**src/core/phy_irq_pkg.sv**
```systemverilog
// constants and types shared by the interrupt status block and its management port
package phy_irq_pkg;

   // ---------------------------------------------------------------
   // register indices on the management link
   // ---------------------------------------------------------------
   localparam logic [4:0]  REG_FLAGS        = 5'h1D;
   localparam logic [4:0]  REG_ENABLE       = 5'h1E;
   localparam logic [4:0]  REG_RESULT       = 5'h1F;

   // ---------------------------------------------------------------
   // field layout
   // ---------------------------------------------------------------
   localparam int          FLAG_ENERGY      = 7;
   localparam int          FLAG_AN_DONE     = 6;
   localparam int          FLAG_REMOTE      = 5;
   localparam int          FLAG_LINK_DOWN   = 4;
   localparam int          FLAG_PARTNER_ACK = 3;
   localparam int          FLAG_PD_FAULT    = 2;
   localparam int          FLAG_PAGE        = 1;
   localparam logic [7:0]  FLAG_IMPL        = 8'hFE;
   localparam logic [7:0]  FLAGS_RST        = 8'h00;
   localparam logic [7:0]  ENABLE_RST       = 8'h00;
   localparam int          AUTODONE_BIT     = 12;
   localparam int          RSVD_LSB         = 5;
   localparam int          RSVD_W           = 7;
   localparam logic [6:0]  RSVD_RST         = 7'h02;
   localparam int          SPEED_LSB        = 2;
   localparam int          SPEED_W          = 3;

   // ---------------------------------------------------------------
   // timing
   // ---------------------------------------------------------------
   localparam int          CLK_KHZ          = 200000;
   localparam int          ENERGY_QUIET_MS  = 256;
   localparam int          ENERGY_QUIET_CYC = ENERGY_QUIET_MS * CLK_KHZ;

   // ---------------------------------------------------------------
   // management frame
   // ---------------------------------------------------------------
   localparam logic [5:0]  PREAMBLE_LEN     = 6'h20;
   localparam logic [4:0]  HDR_BITS         = 5'h0D;
   localparam logic [4:0]  WR_BITS          = 5'h12;
   localparam logic [4:0]  RD_BITS          = 5'h10;
   localparam logic [1:0]  OP_READ          = 2'h2;
   localparam logic [1:0]  OP_WRITE         = 2'h1;
   localparam logic [4:0]  PHY_ADDR_DEF     = 5'h01;

   typedef enum {MD_IDLE, MD_HDR, MD_TA, MD_RD, MD_WR} mdio_state_e;

endpackage : phy_irq_pkg

```
**src/core/mdio_port.sv**
```systemverilog
// serial management slave that reaches the interrupt status registers
`timescale 1ns/100ps
`default_nettype none
module mdio_port
   import phy_irq_pkg::*;
#(
   parameter logic [4:0] PHY_ADDR = PHY_ADDR_DEF
)(
   input  wire logic        ref_clk,
   input  wire logic        nrst,
   input  wire logic        mdc,
   input  wire logic        mdio_in,
   output logic             mdio_out,
   output logic             mdio_oe,
   output logic [4:0]       reg_addr,
   output logic             reg_rd,
   output logic             reg_wr,
   output logic [15:0]      reg_wdata,
   input  wire logic [15:0] reg_rdata
);

   // ---------------------------------------------------------------
   // pin synchronisers
   // ---------------------------------------------------------------
   logic [2:0]  mdc_s_r;
   logic [2:0]  mdio_s_r;
   logic        mdc_lvl_r;
   logic        mdc_lvl_nxt;
   logic        rise;
   logic        bit_in;

   always_ff @(posedge ref_clk or negedge nrst) begin
      if (!nrst) begin
         mdc_s_r   <= 3'h0;
         mdio_s_r  <= 3'h0;
         mdc_lvl_r <= 1'b0;
      end else begin
         mdc_s_r   <= {mdc_s_r[1:0], mdc};
         mdio_s_r  <= {mdio_s_r[1:0], mdio_in};
         mdc_lvl_r <= mdc_lvl_nxt;
      end
   end

   // a level only counts once stages two and three agree
   always_comb begin
      mdc_lvl_nxt = (mdc_s_r[1] == mdc_s_r[2]) ? mdc_s_r[2] : mdc_lvl_r;
      rise        = (mdc_s_r[1] == mdc_s_r[2]) & mdc_s_r[2] & ~mdc_lvl_r;
      bit_in      = mdio_s_r[2];
   end

   // ---------------------------------------------------------------
   // frame sequencer
   // ---------------------------------------------------------------
   mdio_state_e state_r, state_nxt;
   logic [5:0]  ones_r, ones_nxt;
   logic [4:0]  cnt_r, cnt_nxt;
   logic [15:0] sh_r, sh_nxt;
   logic [4:0]  addr_r, addr_nxt;
   logic        out_r, out_nxt;
   logic        oe_r, oe_nxt;

   always_comb begin
      state_nxt = state_r;
      ones_nxt  = ones_r;
      cnt_nxt   = cnt_r;
      sh_nxt    = sh_r;
      addr_nxt  = addr_r;
      out_nxt   = out_r;
      oe_nxt    = oe_r;
      reg_rd    = 1'b0;
      reg_wr    = 1'b0;
      if (rise) begin
         case (state_r)
            MD_IDLE: begin
               if (bit_in) begin
                  ones_nxt = (ones_r == PREAMBLE_LEN) ? ones_r : ones_r + 6'h01;
               end else begin
                  if (ones_r == PREAMBLE_LEN) begin
                     state_nxt = MD_HDR;
                     cnt_nxt   = 5'h00;
                  end
                  ones_nxt = 6'h00;
               end
            end
            MD_HDR: begin
               sh_nxt  = {sh_r[14:0], bit_in};
               cnt_nxt = cnt_r + 5'h01;
               if (cnt_nxt == HDR_BITS) begin
                  cnt_nxt   = 5'h00;
                  addr_nxt  = sh_nxt[4:0];
                  state_nxt = MD_IDLE;
                  // frames for another address are ignored silently
                  if (sh_nxt[12] && sh_nxt[9:5] == PHY_ADDR) begin
                     if (sh_nxt[11:10] == OP_READ) begin
                        state_nxt = MD_TA;
                     end else if (sh_nxt[11:10] == OP_WRITE) begin
                        state_nxt = MD_WR;
                     end
                  end
               end
            end
            MD_TA: begin
               // snapshot and clear-on-read happen in the same cycle
               reg_rd    = 1'b1;
               sh_nxt    = reg_rdata;
               oe_nxt    = 1'b1;
               out_nxt   = 1'b0;
               state_nxt = MD_RD;
            end
            MD_RD: begin
               if (cnt_r == RD_BITS) begin
                  oe_nxt    = 1'b0;
                  out_nxt   = 1'b0;
                  cnt_nxt   = 5'h00;
                  state_nxt = MD_IDLE;
               end else begin
                  out_nxt = sh_r[15];
                  sh_nxt  = {sh_r[14:0], 1'b0};
                  cnt_nxt = cnt_r + 5'h01;
               end
            end
            MD_WR: begin
               sh_nxt  = {sh_r[14:0], bit_in};
               cnt_nxt = cnt_r + 5'h01;
               if (cnt_nxt == WR_BITS) begin
                  reg_wr    = 1'b1;
                  cnt_nxt   = 5'h00;
                  state_nxt = MD_IDLE;
               end
            end
            default: begin
               state_nxt = MD_IDLE;
            end
         endcase
      end
   end

   always_ff @(posedge ref_clk or negedge nrst) begin
      if (!nrst) begin
         state_r <= MD_IDLE;
         ones_r  <= 6'h00;
         cnt_r   <= 5'h00;
         sh_r    <= 16'h0000;
         addr_r  <= 5'h00;
         out_r   <= 1'b0;
         oe_r    <= 1'b0;
      end else begin
         state_r <= state_nxt;
         ones_r  <= ones_nxt;
         cnt_r   <= cnt_nxt;
         sh_r    <= sh_nxt;
         addr_r  <= addr_nxt;
         out_r   <= out_nxt;
         oe_r    <= oe_nxt;
      end
   end

   assign mdio_out  = out_r;
   assign mdio_oe   = oe_r;
   assign reg_addr  = addr_r;
   assign reg_wdata = sh_nxt;

endmodule : mdio_port
`default_nettype wire

```
**src/core/phy_interrupt_status.sv**
```systemverilog
// event flags, enables and negotiation result of the transceiver
// Behaviour
// RQ1: energy-detected event sets flag bit 7
// RQ2: negotiation complete sets flag bit 6
// RQ3: partner remote fault sets flag bit 5
// RQ4: link down sets bit 4, follows link
// RQ5: partner acknowledge sets flag bit 3
// RQ6: parallel detection fault sets flag bit 2
// RQ7: page received sets flag bit 1
// RQ8: flag bits 15-8 and 0 read zero
// RQ9: flags latch until read, read clears stale
// RQ10: enable bits 7-0 writable, reset zero
// RQ11: enable upper byte reads zero, write zeros
// RQ12: interrupt while any enabled flag set
// RQ13: bit 12 shows negotiation done, else zero
// RQ14: bits 11-5 read-write, reset 0000010b
// RQ15: bits 4-2 give resolved speed, duplex
// RQ16: bits 15-13 and 1-0 read zero
// RQ17: energy drops after 256 ms quiet
`timescale 1ns/100ps
`default_nettype none
module phy_interrupt_status
   import phy_irq_pkg::*;
#(
   parameter int         QUIET_CYC = ENERGY_QUIET_CYC,
   parameter logic [4:0] PHY_ADDR  = PHY_ADDR_DEF
)(
   input  wire logic       ref_clk,
   input  wire logic       nrst,
   input  wire logic       mdc,
   input  wire logic       mdio_in,
   output logic            mdio_out,
   output logic            mdio_oe,
   input  wire logic       line_energy_seen,
   input  wire logic       link_up,
   input  wire logic       an_enabled,
   input  wire logic       an_done,
   input  wire logic       remote_fault,
   input  wire logic       partner_ack,
   input  wire logic       parallel_fault,
   input  wire logic       page_received,
   input  wire logic [2:0] resolved_speed_duplex,
   output logic            line_energy_present,
   output logic            phy_irq
);

   // ---------------------------------------------------------------
   // management port
   // ---------------------------------------------------------------
   logic [4:0]  reg_addr;
   logic        reg_rd;
   logic        reg_wr;
   logic [15:0] reg_wdata;
   logic [15:0] reg_rdata;

   mdio_port #(.PHY_ADDR(PHY_ADDR)) u_port (
      .ref_clk   (ref_clk),
      .nrst      (nrst),
      .mdc       (mdc),
      .mdio_in   (mdio_in),
      .mdio_out  (mdio_out),
      .mdio_oe   (mdio_oe),
      .reg_addr  (reg_addr),
      .reg_rd    (reg_rd),
      .reg_wr    (reg_wr),
      .reg_wdata (reg_wdata),
      .reg_rdata (reg_rdata)
   );

   // ---------------------------------------------------------------
   // state
   // ---------------------------------------------------------------
   logic [31:0] quiet_r, quiet_nxt;
   logic        energy_r, energy_nxt;
   logic        an_prev_r, an_prev_nxt;
   logic [7:0]  flags_r, flags_nxt;
   logic [7:0]  enable_r, enable_nxt;
   logic [6:0]  rsvd_r, rsvd_nxt;
   logic        irq_r, irq_nxt;
   logic [7:0]  cond;
   logic        rd_flags;
   logic        an_finished;

   always_comb begin
      an_finished = an_done & an_enabled;
      rd_flags    = reg_rd && (reg_addr == REG_FLAGS);
      // RQ17 quiet line timeout
      if (line_energy_seen) begin
         quiet_nxt  = 32'h0000_0000;
         energy_nxt = 1'b1;
      end else if (quiet_r >= 32'(QUIET_CYC - 1)) begin
         quiet_nxt  = quiet_r;
         energy_nxt = 1'b0;
      end else begin
         quiet_nxt  = quiet_r + 32'h0000_0001;
         energy_nxt = energy_r;
      end
      an_prev_nxt = an_finished;
      cond                   = 8'h00;
      // RQ1 energy rising edge
      cond[FLAG_ENERGY]      = energy_nxt & ~energy_r;
      // RQ2 negotiation done edge
      cond[FLAG_AN_DONE]     = an_finished & ~an_prev_r;
      // RQ3 remote fault level
      cond[FLAG_REMOTE]      = remote_fault;
      // RQ4 link down level
      cond[FLAG_LINK_DOWN]   = ~link_up;
      // RQ5 partner acknowledge level
      cond[FLAG_PARTNER_ACK] = partner_ack;
      // RQ6 parallel fault level
      cond[FLAG_PD_FAULT]    = parallel_fault;
      // RQ7 page received level
      cond[FLAG_PAGE]        = page_received;
      // RQ10 enable write path
      enable_nxt = (reg_wr && reg_addr == REG_ENABLE) ? reg_wdata[7:0] : enable_r;
      // RQ14 reserved field keeps what is written
      rsvd_nxt = (reg_wr && reg_addr == REG_RESULT) ? reg_wdata[RSVD_LSB +: RSVD_W] : rsvd_r;
      // RQ12 one cycle behind the flags, keeps the pin glitch free
      irq_nxt = |(flags_r & enable_r);
   end

   // RQ9 set wins over read clear
   genvar gi;
   generate
      for (gi = 0; gi < 8; gi++) begin : g_flag
         if (FLAG_IMPL[gi]) begin : g_impl
            assign flags_nxt[gi] = cond[gi] | (flags_r[gi] & ~rd_flags);
         end else begin : g_rsvd
            // RQ8 reserved bit stays zero
            assign flags_nxt[gi] = 1'b0;
         end
      end
   endgenerate

   always_ff @(posedge ref_clk or negedge nrst) begin
      if (!nrst) begin
         quiet_r   <= 32'h0000_0000;
         energy_r  <= 1'b1;
         an_prev_r <= 1'b0;
         flags_r   <= FLAGS_RST;
         enable_r  <= ENABLE_RST;
         rsvd_r    <= RSVD_RST;
         irq_r     <= 1'b0;
      end else begin
         quiet_r   <= quiet_nxt;
         energy_r  <= energy_nxt;
         an_prev_r <= an_prev_nxt;
         flags_r   <= flags_nxt;
         enable_r  <= enable_nxt;
         rsvd_r    <= rsvd_nxt;
         irq_r     <= irq_nxt;
      end
   end

   // ---------------------------------------------------------------
   // read data
   // ---------------------------------------------------------------
   always_comb begin
      // RQ16 reserved bits stay zero
      reg_rdata = 16'h0000;
      case (reg_addr)
         // RQ8 upper byte reads zero
         REG_FLAGS:  reg_rdata[7:0] = flags_r;
         // RQ11 upper byte reads zero
         REG_ENABLE: reg_rdata[7:0] = enable_r;
         REG_RESULT: begin
            // RQ13 done only when enabled
            reg_rdata[AUTODONE_BIT]           = an_finished;
            reg_rdata[RSVD_LSB +: RSVD_W]     = rsvd_r;
            // RQ15 resolved speed field
            reg_rdata[SPEED_LSB +: SPEED_W]   = resolved_speed_duplex;
         end
         default: reg_rdata = 16'h0000;
      endcase
   end

   assign line_energy_present = energy_r;
   assign phy_irq             = irq_r;
endmodule : phy_interrupt_status
`default_nettype wire

```
**config.mk**
```make
export PLATFORM = sky130hd
export DESIGN_NAME = phy_interrupt_status
export DESIGN_NICKNAME = d
export VERILOG_FILES = /design/src/core/phy_irq_pkg.sv /design/src/core/mdio_port.sv /design/src/core/phy_interrupt_status.sv
export SDC_FILE = /design/constraint.sdc
export NUM_CORES = 1
export LEC_CHECK = 0
export BUFFER_PORTS_ARGS = -buffer_cell sky130_fd_sc_hd__buf_2
export CORE_UTILIZATION = 38
export DETAILED_ROUTE_END_ITERATION = 16
export GPL_ROUTABILITY_DRIVEN = 1
export PLACE_DENSITY = 0.54
export SYNTH_ARGS = -nofsm -noshare
export SYNTH_HDL_FRONTEND = slang
export SYNTH_SLANG_ARGS = --single-unit
```
**constraint.sdc**
```tcl
create_clock -name ref_clk -period 3.9 [get_ports ref_clk]
set_clock_uncertainty 0.1 [all_clocks]
set_input_delay 0.78 -clock ref_clk [delete_from_list [all_inputs] [get_ports ref_clk]]
set_output_delay 0.78 -clock ref_clk [all_outputs]
set_load 0.05 [all_outputs]
```
==> results of run 1 <==
[logic make-up after synthesis]
group                      share of synthesized area
and+or+nand+nor                                0.215
AOI/OAI and AO/OA                              0.154
DFF                                            0.489
buffers and inverters                         0.0360
muxes                                         0.0718
xor gates and xnor gates                      0.0186
adders and majority gates                     0.0169
[metal layers]
layer	vias up	global-route usage	routed length, µm	part of all wire
li1	1841	-	-	-
met1	1902	0.243	5460	0.49
met2	39	0.260	5060	0.46
met3	15	0.0401	354	0.032
met4	0	0.0704	208	0.019
met5	-	0	0	0
[flip-flops by register name, indices dropped and copies added (netlist names), 3 cells and up]
signal,count
flags_r,7
rsvd_r,7
enable_r,8
u_port.ones_r,6
u_port.mdio_s_r,3
u_port.state_r,3
u_port.reg_addr,5
quiet_r,32
u_port.cnt_r,5
u_port.mdc_s_r,3
u_port.sh_r,16
[cell usage after synthesis (8+ instances only)]
cell and n:
sky130_fd_sc_hd__nand3_1 14, sky130_fd_sc_hd__buf_2 8, sky130_fd_sc_hd__a22oi_1 14, sky130_fd_sc_hd__nand4_1 11, sky130_fd_sc_hd__o21ai_0 23, sky130_fd_sc_hd__mux2_2 20, sky130_fd_sc_hd__nor2_1 27, sky130_fd_sc_hd__a21oi_1 24
sky130_fd_sc_hd__or4_1 12, sky130_fd_sc_hd__nand2_1 43, sky130_fd_sc_hd__or3_1 13, sky130_fd_sc_hd__clkbuf_1 16, sky130_fd_sc_hd__a21o_1 11, sky130_fd_sc_hd__nor2b_1 11, sky130_fd_sc_hd__and3_1 8, sky130_fd_sc_hd__inv_1 13
sky130_fd_sc_hd__dfrtp_1 99, sky130_fd_sc_hd__xor2_1 8, sky130_fd_sc_hd__o31ai_1 10
[report_power, final]
group	total, mW	switching [mW]	leakage, nW	internal (mW)
sequential	1.08	0.0134	1.34	1.06
combinational	0.0747	0.0493	0.870	0.0254
clock	0.835	0.385	0.137	0.450
[stage by stage]
stage,cell area [µm²],setup WS (ns),total power [mW],cells
after floorplan,5180,1.64,1.13,495
after global placement,5400,1.31,1.17,666
after detailed placement,5400,1.23,1.18,666
after CTS,5670,1.23,2.02,682
after global routing,5670,1.02,2.07,682
final,5670,1.24,1.99,682
[critical path: stages (launching register included)]
cell and delay (ns):
sky130_fd_sc_hd__dfrtp_1 0.45, sky130_fd_sc_hd__inv_1 0.11, sky130_fd_sc_hd__ha_1 0.19, sky130_fd_sc_hd__and4bb_4 0.31, sky130_fd_sc_hd__a21oi_2 0.07, sky130_fd_sc_hd__o2111ai_1 0.72
sky130_fd_sc_hd__buf_4 0.31, sky130_fd_sc_hd__o2bb2ai_1 0.15, sky130_fd_sc_hd__mux2_2 0.18
[final cells by class]
type,count,area [µm²],area share
clock buffers,12,246,0.0435
flip-flops and latches,101,2530,0.446
multi-input cells,353,2470,0.436
clock inverters,4,23.8,0.00419
repair buffers,23,130,0.0230
inverters,13,48.8,0.00861
well taps,176,220,0.0389
[worst max-delay path by stage]
stage,start,endpoint,cells after the start,slack [ns]
floorplan,u_port.cnt_r[0]$_DFFE_PN0P_,rsvd_r[0]$_DFFE_PN0P_,7,1.64
global placement,u_port.cnt_r[0]$_DFFE_PN0P_,enable_r[0]$_DFFE_PN0P_,8,1.31
detailed placement,u_port.cnt_r[0]$_DFFE_PN0P_,enable_r[0]$_DFFE_PN0P_,8,1.23
CTS,u_port.cnt_r[1]$_DFFE_PN0P_,enable_r[0]$_DFFE_PN0P_,8,1.23
global route,u_port.cnt_r[1]$_DFFE_PN0P_,enable_r[0]$_DFFE_PN0P_,8,1.02
finish,u_port.cnt_r[1]$_DFFE_PN0P_,enable_r[0]$_DFFE_PN0P_,8,1.24
==> impl_metrics.ini, run 1 <==
[clock_network]
cts_htree_levels = 3
tritoncts = yes
cts_post_setup_buffers_inserted = 0
clock_sink_count = 101
number_of_buffers_added_by_the_clock_tree_synthesis_step = 9
clk_pin_slew_ns = 0.07
clockBufferDepth = 2
ctsResizeCount = 0
cts_hold_buf = 0
root_buffer_selected_by_cts = sky130_fd_sc_hd__clkbuf_16
insertion_delay_ns = 0.35

[setup_path]
setup.reg_to_reg.worst_slack_ns = 1.24
r2r_end = enable_r[0]$_DFFE_PN0P_
crit_path_max_fanout = 13
r2r-start = u_port.cnt_r[1]$_DFFE_PN0P_
data_arrival_critical_path_ns = 2.86
crit_path_start_kind = flip-flop
cp_data_required_time_ns = 4.09
crit_path_end_kind = flip-flop
timing.reg2reg.worst_path_depth = 8
worst_path_class_setup = flip-flop to flip-flop

[sta]
hold_slack_ns = 0.252
slew_headroom = 0.331
rsz0062_at_grt = false
tns_ns = 0
timing_worst_slew_pin_value_ns = 0.994
setup-violations-final = 0
period_needed_ns = 2.66
period_utilisation_layout = 0.683
hold_viol_final = 0
maxSlewViolCount = 0
max_freq_mhz = 376

[floorplanning]
die_w_um = 119
die_area_mm2 = 0.0141
die_y_um = 119
start_util = 0.391
fp-row-count = 42
io_pins = 19
core_area_mm2 = 0.0132

[detailed_routing]
detail_route.first_pass.iterations = 4
ant_nets = 0
drc = 0
post_drt_via_cell_ratio = 5.57
post_drt_wl_per_cell_um = 16.2
drt_first_iter_violations = 225
detail_route.wirelength_um = 11100
vias = 3797

[finish]
num_antenna_cells = 0
fin_util = 0.428
num-fill-cells = 1303
drive_above_1_share = 0.162
layout.cells.most_common = sky130_fd_sc_hd__dfrtp_1
mostFrequentLayoutCells = 99 x sky130_fd_sc_hd__dfrtp_1, 43 x sky130_fd_sc_hd__nand2_1, 27 x sky130_fd_sc_hd__nor2_1
layout.nets = 523
layout_overhead_on_the_synthesized_area_pct = 9.45

[logic_synthesis]
synth_ff_type = sky130_fd_sc_hd__dfrtp_1
synthesis.nets = 517
postSynthCellCount = 495
syn_avg_cell_area_um2 = 10.5
synth_area_mm2 = 0.00518
post_synth_num_cell_types = 67
async_reset_ff_frac = 1.00
synth.ff_latch_count = 101
yosys.area.top_type = sky130_fd_sc_hd__dfrtp_1
synth.area.top_cells = sky130_fd_sc_hd__dfrtp_1 48%, sky130_fd_sc_hd__mux2_2 4.3%, sky130_fd_sc_hd__nand2_1 3.1%, sky130_fd_sc_hd__a21oi_1 2.3%, sky130_fd_sc_hd__o21ai_0 2.2%
synth_warnings = 0
synthDominantCellAreaShare = 0.478
seq_area_frac_synth = 0.489
number_of_flops_mapped_to_enable_cells_by_yosys = 0

[power_and_ir_drop]
power_leakage_nw = 2.35
power_density_mw_per_mm2 = 351
max-vdd-ir-drop_mv = 0.220

[hold_path]
worst_hold_path_type = flip-flop to flip-flop
timing.hold.worst_path_depth = 0
worst_hold_startpoint = u_port.mdio_s_r[0]$_DFF_PN0_
end_point_of_the_most_critical_hold_path = u_port.mdio_s_r[1]$_DFF_PN0_

[run_status]
run_status = finished, final reports clean

[place]
detailed_place_hpwl_um = 7690
port-buffer-count = 18
place.gp.congestion = 0.803

[grt]
grt_antenna_before_repair = 0
global_route.usage.total = 0.174
grt-ovfl-total = 0
pin_count_of_the_biggest_net_entering_global_routing = 56
grt_pass1_wl_um = 19300
first_global_vias = 3802

[flow_run]
cap_violations = 0
(Power assumes the default switching activity.)
==> run 2, diff against run 1 <==
--- a/config.mk
+++ b/config.mk
@@ -5,6 +5,7 @@
 export SDC_FILE = /design/constraint.sdc
 export NUM_CORES = 1
 export LEC_CHECK = 0
+export ABC_AREA = 1
 export BUFFER_PORTS_ARGS = -buffer_cell sky130_fd_sc_hd__buf_2
 export CORE_UTILIZATION = 38
 export DETAILED_ROUTE_END_ITERATION = 16
==> constraint.sdc (replaced) <==
create_clock -name ref_clk -period 2.75 [get_ports ref_clk]
set_clock_uncertainty 0.1 [all_clocks]
set_input_delay 0.55 -clock ref_clk [delete_from_list [all_inputs] [get_ports ref_clk]]
set_output_delay 0.55 -clock ref_clk [all_outputs]
set_load 0.05 [all_outputs]
==> impl_metrics.ini, run 2 <==
[logic_synthesis]
synthDominantCellAreaShare = 0.434
synthTopCellsByCount = 277 x sky130_fd_sc_hd__nand2_1, 109 x sky130_fd_sc_hd__nand3_1, 99 x sky130_fd_sc_hd__dfrtp_1
synth_ff_type = sky130_fd_sc_hd__dfrtp_1
syn_avg_cell_area_um2 = 7.25
synth.area.top_cells = sky130_fd_sc_hd__dfrtp_1 43%, sky130_fd_sc_hd__nand2_1 18%, sky130_fd_sc_hd__nand3_1 9.6%, sky130_fd_sc_hd__nor2_1 5.7%, sky130_fd_sc_hd__inv_1 4.9%
synth_warnings = 0
seq_area_frac_synth = 0.443
synth.ff_latch_count = 101
async_reset_ff_frac = 1.00
post-synth-top-count-cell = sky130_fd_sc_hd__nand2_1
post_synth_num_cell_types = 41
number_of_flops_mapped_to_enable_cells_by_yosys = 0
synth_area_mm2 = 0.00571
yosys.area.top_type = sky130_fd_sc_hd__dfrtp_1
postSynthCellCount = 787
synthesis.nets = 809

[detailed_routing]
detail_route.first_pass.iterations = 5
post_drt_wl_per_cell_um = 13.8
detail_route.wirelength_um = 13800
drt_first_iter_violations = 365
post_drt_via_cell_ratio = 5.01
ant_nets = 0
vias = 5013
drc = 0

[power_and_ir_drop]
totalPowerFinal_mw = 3.05
power_density_mw_per_mm2 = 482
max-vdd-ir-drop_mv = 0.301
power_leakage_nw = 3.17

[place]
cell_count_after_placement = 984
placement.setup.worst_slack_ns = 0.545
detailed_place_hpwl_um = 10000
place.gp.congestion = 0.864
port-buffer-count = 18
total_cell_area_at_the_placement_stage_mm2 = 0.00601

[clock_network]
cts_post_setup_buffers_inserted = 0
number_of_buffers_added_by_the_clock_tree_synthesis_step = 9
root_buffer_selected_by_cts = sky130_fd_sc_hd__clkbuf_16
tritoncts = yes
cts_htree_levels = 3
ctsResizeCount = 0
insertion_delay_ns = 0.35
cts_hold_buf = 0
clock_sink_count = 101
clockBufferDepth = 2
clk_pin_slew_ns = 0.07

[setup_path]
crit_path_start_kind = flip-flop
cp_data_required_time_ns = 2.89
crit_path_max_fanout = 22
data_arrival_critical_path_ns = 2.35
crit_path_end_kind = flip-flop
worst_path_class_setup = flip-flop to flip-flop

[sta]
hold_slack_ns = 0.122
slew_headroom = 0.563
timing_worst_slew_pin_value_ns = 0.655
max_freq_mhz = 452
layout_setup_ws_ns = 0.536
tns_ns = 0
period_needed_ns = 2.21
rsz0062_at_grt = false
hold_viol_final = 0
period_utilisation_layout = 0.805
setup-violations-final = 0
maxSlewViolCount = 0

[run_status]
run_status = finished, final reports clean

[finish]
reg.largest.list = quiet_r: 32 flops, u_port.sh_r: 16 flops, enable_r: 8 flops
layout.cell_area.non_filler_mm2 = 0.00633
num_antenna_cells = 0
layout.nets = 833
layout_overhead_on_the_synthesized_area_pct = 11.0
mostFrequentLayoutCells = 277 x sky130_fd_sc_hd__nand2_1, 109 x sky130_fd_sc_hd__nand3_1, 99 x sky130_fd_sc_hd__dfrtp_1
registers.top_by_ff_count = quiet_r
layout.cells.most_common = sky130_fd_sc_hd__nand2_1
drive_above_1_share = 0.0919
largest_reg_flops = 32
stdcell_count = 1000
num-fill-cells = 1473
fin_util = 0.434

[floorplanning]
core_area_mm2 = 0.0146
die_w_um = 125
die_area_mm2 = 0.0155
die_y_um = 125
fp-row-count = 44
io_pins = 19
start_util = 0.391

[grt]
first_global_vias = 4820
pin_count_of_the_biggest_net_entering_global_routing = 48
grt-ovfl-total = 0
grt_antenna_before_repair = 0
grt_pass1_wl_um = 23700
global_route.usage.total = 0.189

[flow_run]
cap_violations = 0

[hold_path]
worst_hold_path_type = input pin to async pin
[run 2: final timing paths]
kind,from,end,slack (ns),depth (start not counted)
min in group ref_clk,mdc,u_port.mdc_s_r[0]$_DFF_PN0_,0.21,1
setup / recovery,quiet_r[0]$_DFFE_PN0P_,quiet_r[24]$_DFFE_PN0P_,0.54,10
hold reg to reg,u_port.mdio_s_r[1]$_DFF_PN0_,u_port.mdio_s_r[2]$_DFF_PN0_,0.25,0
max in group asynchronous,nrst,enable_r[0]$_DFFE_PN0P_,1.70,2
setup reg to reg,quiet_r[0]$_DFFE_PN0P_,quiet_r[24]$_DFFE_PN0P_,0.54,10
hold / removal,nrst,quiet_r[11]$_DFFE_PN0P_,0.12,1
[run 2: cell families (layout without fill, tap and decap cells)]
logic type | count (synthesis) | in the layout | share of synthesized area
multiplexers | 1 | 1 | 0.00197
AND/OR/NAND/NOR | 519 | 519 | 0.393
flip-flops | 101 | 101 | 0.443
XOR/XNOR | 19 | 19 | 0.0292
adder cells (fa/ha/maj) | 7 | 7 | 0.0153
buffers and inverters | 97 | 126 | 0.0717
AO/OA/AOI/OAI | 43 | 43 | 0.0458
[run 2: worst max-delay path: stages, from the launching register on]
cell	delay (ns)
sky130_fd_sc_hd__dfrtp_1	0.44
sky130_fd_sc_hd__ha_1	0.30
sky130_fd_sc_hd__nand3_2	0.15
sky130_fd_sc_hd__inv_2	0.10
sky130_fd_sc_hd__nand2_2	0.09
sky130_fd_sc_hd__o21ai_2	0.15
sky130_fd_sc_hd__nand2_2	0.13
sky130_fd_sc_hd__nand2_4	0.23
sky130_fd_sc_hd__nand2_4	0.21
sky130_fd_sc_hd__nand2_1	0.12
sky130_fd_sc_hd__nand2_1	0.06
[run 2: final cells by class]
type | count | area [µm²] | area share
multi-input cells | 589 | 2770 | 0.437
inverters | 81 | 304 | 0.0480
flip-flops and latches | 101 | 2530 | 0.400
clock buffers | 11 | 243 | 0.0383
clock inverters | 5 | 82.6 | 0.0130
repair buffers | 29 | 175 | 0.0277
well taps | 184 | 230 | 0.0364
[run 2: layer usage]
metal,GRT usage,vias up,routed length (µm)
li1,-,2559,-
met3,0.0408,13,548
met2,0.287,105,6000
met1,0.275,2336,7130
met5,0,-,0
met4,0.0411,0,139
[run 2: report_power, final]
part	switching (mW)	internal, mW
clock	0.573	0.827
combinational	0.0820	0.0367
sequential	0.0228	1.51
total	0.678	2.37
==> run 3, diff against run 2 <==
--- a/config.mk
+++ b/config.mk
@@ -5,7 +5,7 @@
 export SDC_FILE = /design/constraint.sdc
 export NUM_CORES = 1
 export LEC_CHECK = 0
-export ABC_AREA = 1
+export ABC_AREA = 0
 export BUFFER_PORTS_ARGS = -buffer_cell sky130_fd_sc_hd__buf_2
 export CORE_UTILIZATION = 38
 export DETAILED_ROUTE_END_ITERATION = 16
==> constraint.sdc (replaced) <==
create_clock -name ref_clk -period 2.25 [get_ports ref_clk]
set_clock_uncertainty 0.1 [all_clocks]
set_input_delay 0.45 -clock ref_clk [delete_from_list [all_inputs] [get_ports ref_clk]]
set_output_delay 0.45 -clock ref_clk [all_outputs]
set_load 0.05 [all_outputs]
==> impl_metrics.ini, run 3 (synthesized netlist as in run 1, its figures left out) <==
[clock_network]
clk_pin_slew_ns = 0.07
clock_sink_count = 101
number_of_buffers_added_by_the_clock_tree_synthesis_step = 9
insertion_delay_ns = 0.35
tritoncts = yes
root_buffer_selected_by_cts = sky130_fd_sc_hd__clkbuf_16
cts_htree_levels = 3
clockBufferDepth = 2

[setup_path]
critical_path.cell_chain = buf_4 > ha_2 > nor3b_2 > a31oi_4 > or4_4 > buf_8 > mux2_4
crit_path_start_kind = flip-flop
r2r_end = rsvd_r[4]$_DFFE_PN0P_
cpLargestDelayFamily = simple AND/OR/NAND/NOR gates
crit_path_max_fanout = 7
slowest_stage = sky130_fd_sc_hd__or4_4
crit_buf_inv = 2
crit_path_end_kind = flip-flop
cp_data_required_time_ns = 2.39
setup.reg_to_reg.worst_slack_ns = 0.04
r2r-start = u_port.cnt_r[1]$_DFFE_PN0P_
worst_path_class_setup = flip-flop to flip-flop
data_arrival_critical_path_ns = 2.34
timing.reg2reg.worst_path_depth = 7
max_stage_delay_ns = 0.50

[finish]
largest_reg_flops = 32
stdcell_count = 728
layout.nets = 569
reg.largest.list = quiet_r: 32 flops, u_port.sh_r: 16 flops, enable_r: 8 flops
num_antenna_cells = 0
layout.cells.most_common = sky130_fd_sc_hd__dfrtp_1
drive_above_1_share = 0.259
mostFrequentLayoutCells = 98 x sky130_fd_sc_hd__dfrtp_1, 44 x sky130_fd_sc_hd__buf_4, 43 x sky130_fd_sc_hd__nand2_1
registers.top_by_ff_count = quiet_r
layout_overhead_on_the_synthesized_area_pct = 20.9

[floorplanning]
core_area_mm2 = 0.0132
fp-row-count = 42
start_util = 0.391
io_pins = 19
die_y_um = 119
die_area_mm2 = 0.0141
die_w_um = 119

[grt]
grt_pass1_wl_um = 20000
grt-ovfl-total = 0
pin_count_of_the_biggest_net_entering_global_routing = 41
global_route.usage.total = 0.180
first_global_vias = 3913
grt_antenna_before_repair = 0

[hold_path]
worst_hold_path_type = input pin to flip-flop
end_point_of_the_most_critical_hold_path = u_port.mdio_s_r[0]$_DFF_PN0_
timing.hold.worst_path_depth = 1
worst_hold_startpoint = mdio_in

[power_and_ir_drop]
max-vdd-ir-drop_mv = 0.420
power_leakage_nw = 2.65
power_density_mw_per_mm2 = 617

[place]
port-buffer-count = 18
detailed_place_hpwl_um = 8280
cell_count_after_placement = 706
place.gp.congestion = 0.861
placement.setup.worst_slack_ns = -0.0180

[sta]
timing_worst_slew_pin_value_ns = 0.565
slew_headroom = 0.623
setup-violations-final = 0
period_utilisation_layout = 0.980
tns_ns = 0
layout_setup_ws_ns = 0.0440
maxSlewViolCount = 0
max_freq_mhz = 453
hold_viol_final = 0
period_needed_ns = 2.21

[detailed_routing]
detail_route.first_pass.iterations = 5
drc = 0
drt_first_iter_violations = 212
vias = 4020
post_drt_wl_per_cell_um = 16.3
detail_route.wirelength_um = 11900
ant_nets = 0
post_drt_via_cell_ratio = 5.52

[flow_run]
cap_violations = 0

[run_status]
run_status = finished, final reports clean
run 3: area by class of cell:
class	instances	area, µm²
tap	176	220
clock buffer	11	253
fill	1294	6980
multi-input combinational	353	2550
inverter	13	48.8
timing repair buffer	69	553
clock inverter	5	106
sequential	101	2530
run 3: power breakdown:
group	switching [mW]	internal [mW]	total, mW
Sequential	0.0240	1.85	1.87
Clock	0.699	1.15	1.85
Combinational	0.0901	0.0574	0.148
run 3: through the flow:
step / hold slack (ns) / power, mW / utilization / instance area [µm²]
6_report: 0.111 / 3.87 / 0.473 / 6260
2_1_floorplan: 0.0544 / 1.96 / - / 5180
5_1_grt: 0.104 / 4.00 / 0.473 / 6260
3_3_place_gp: 0.240 / 2.04 / 0.432 / 5720
3_5_place_dp: 0.239 / 2.05 / 0.432 / 5720
4_1_cts: 0.101 / 3.92 / 0.460 / 6090
run 3: what timing repair did:
action                     CTS  global route
gates cloned                 0             2
setup buffers                0             3
pin swaps                    0             8
gates resized for setup      0            22
hold endpoints to repair    15             0
setup endpoints to repair    3            32
hold buffers                 1             0
run 3: per-layer routing:
metal  wire length, µm  GRT usage  vias to the layer above
li1                  -          -                     1938
met1              5760      0.252                     2023
met2              5590      0.279                       44
met3               299     0.0299                       15
met4               214     0.0657                        0
met5                 0          0                        -
run 3: worst reg2reg max path: cells and delay by family, from the launching register on:
kind	cells	cell delay (ns)
AND/OR/NAND/NOR	2	0.76
multiplexers	1	0.29
flip-flops	1	0.38
AO/OA/AOI/OAI	1	0.07
buffers and inverters	2	0.31
adder cells (fa/ha/maj)	1	0.19
run 3: how the worst max path moves through the flow:
| stage | start | to | cells past startpoint | slack (ns) |
|---|---|---|---|---|
| 4_1_cts | u_port.cnt_r[1]$_DFFE_PN0P_ | u_port.state_r[0]$_DFFE_PN0P_ | 8 | -0.02 |
| 6_report | u_port.cnt_r[1]$_DFFE_PN0P_ | rsvd_r[4]$_DFFE_PN0P_ | 7 | 0.04 |
| 3_3_place_gp | u_port.mdc_s_r[1]$_DFF_PN0_ | u_port.state_r[1]$_DFFE_PN0P_ | 5 | 0.009 |
| 3_5_place_dp | u_port.cnt_r[1]$_DFFE_PN0P_ | u_port.state_r[1]$_DFFE_PN0P_ | 7 | -0.02 |
| 2_1_floorplan | u_port.cnt_r[0]$_DFFE_PN0P_ | rsvd_r[0]$_DFFE_PN0P_ | 7 | 0.03 |
| 5_1_grt | quiet_r[0]$_DFFE_PN0P_ | quiet_r[19]$_DFFE_PN0P_ | 7 | -0.02 |
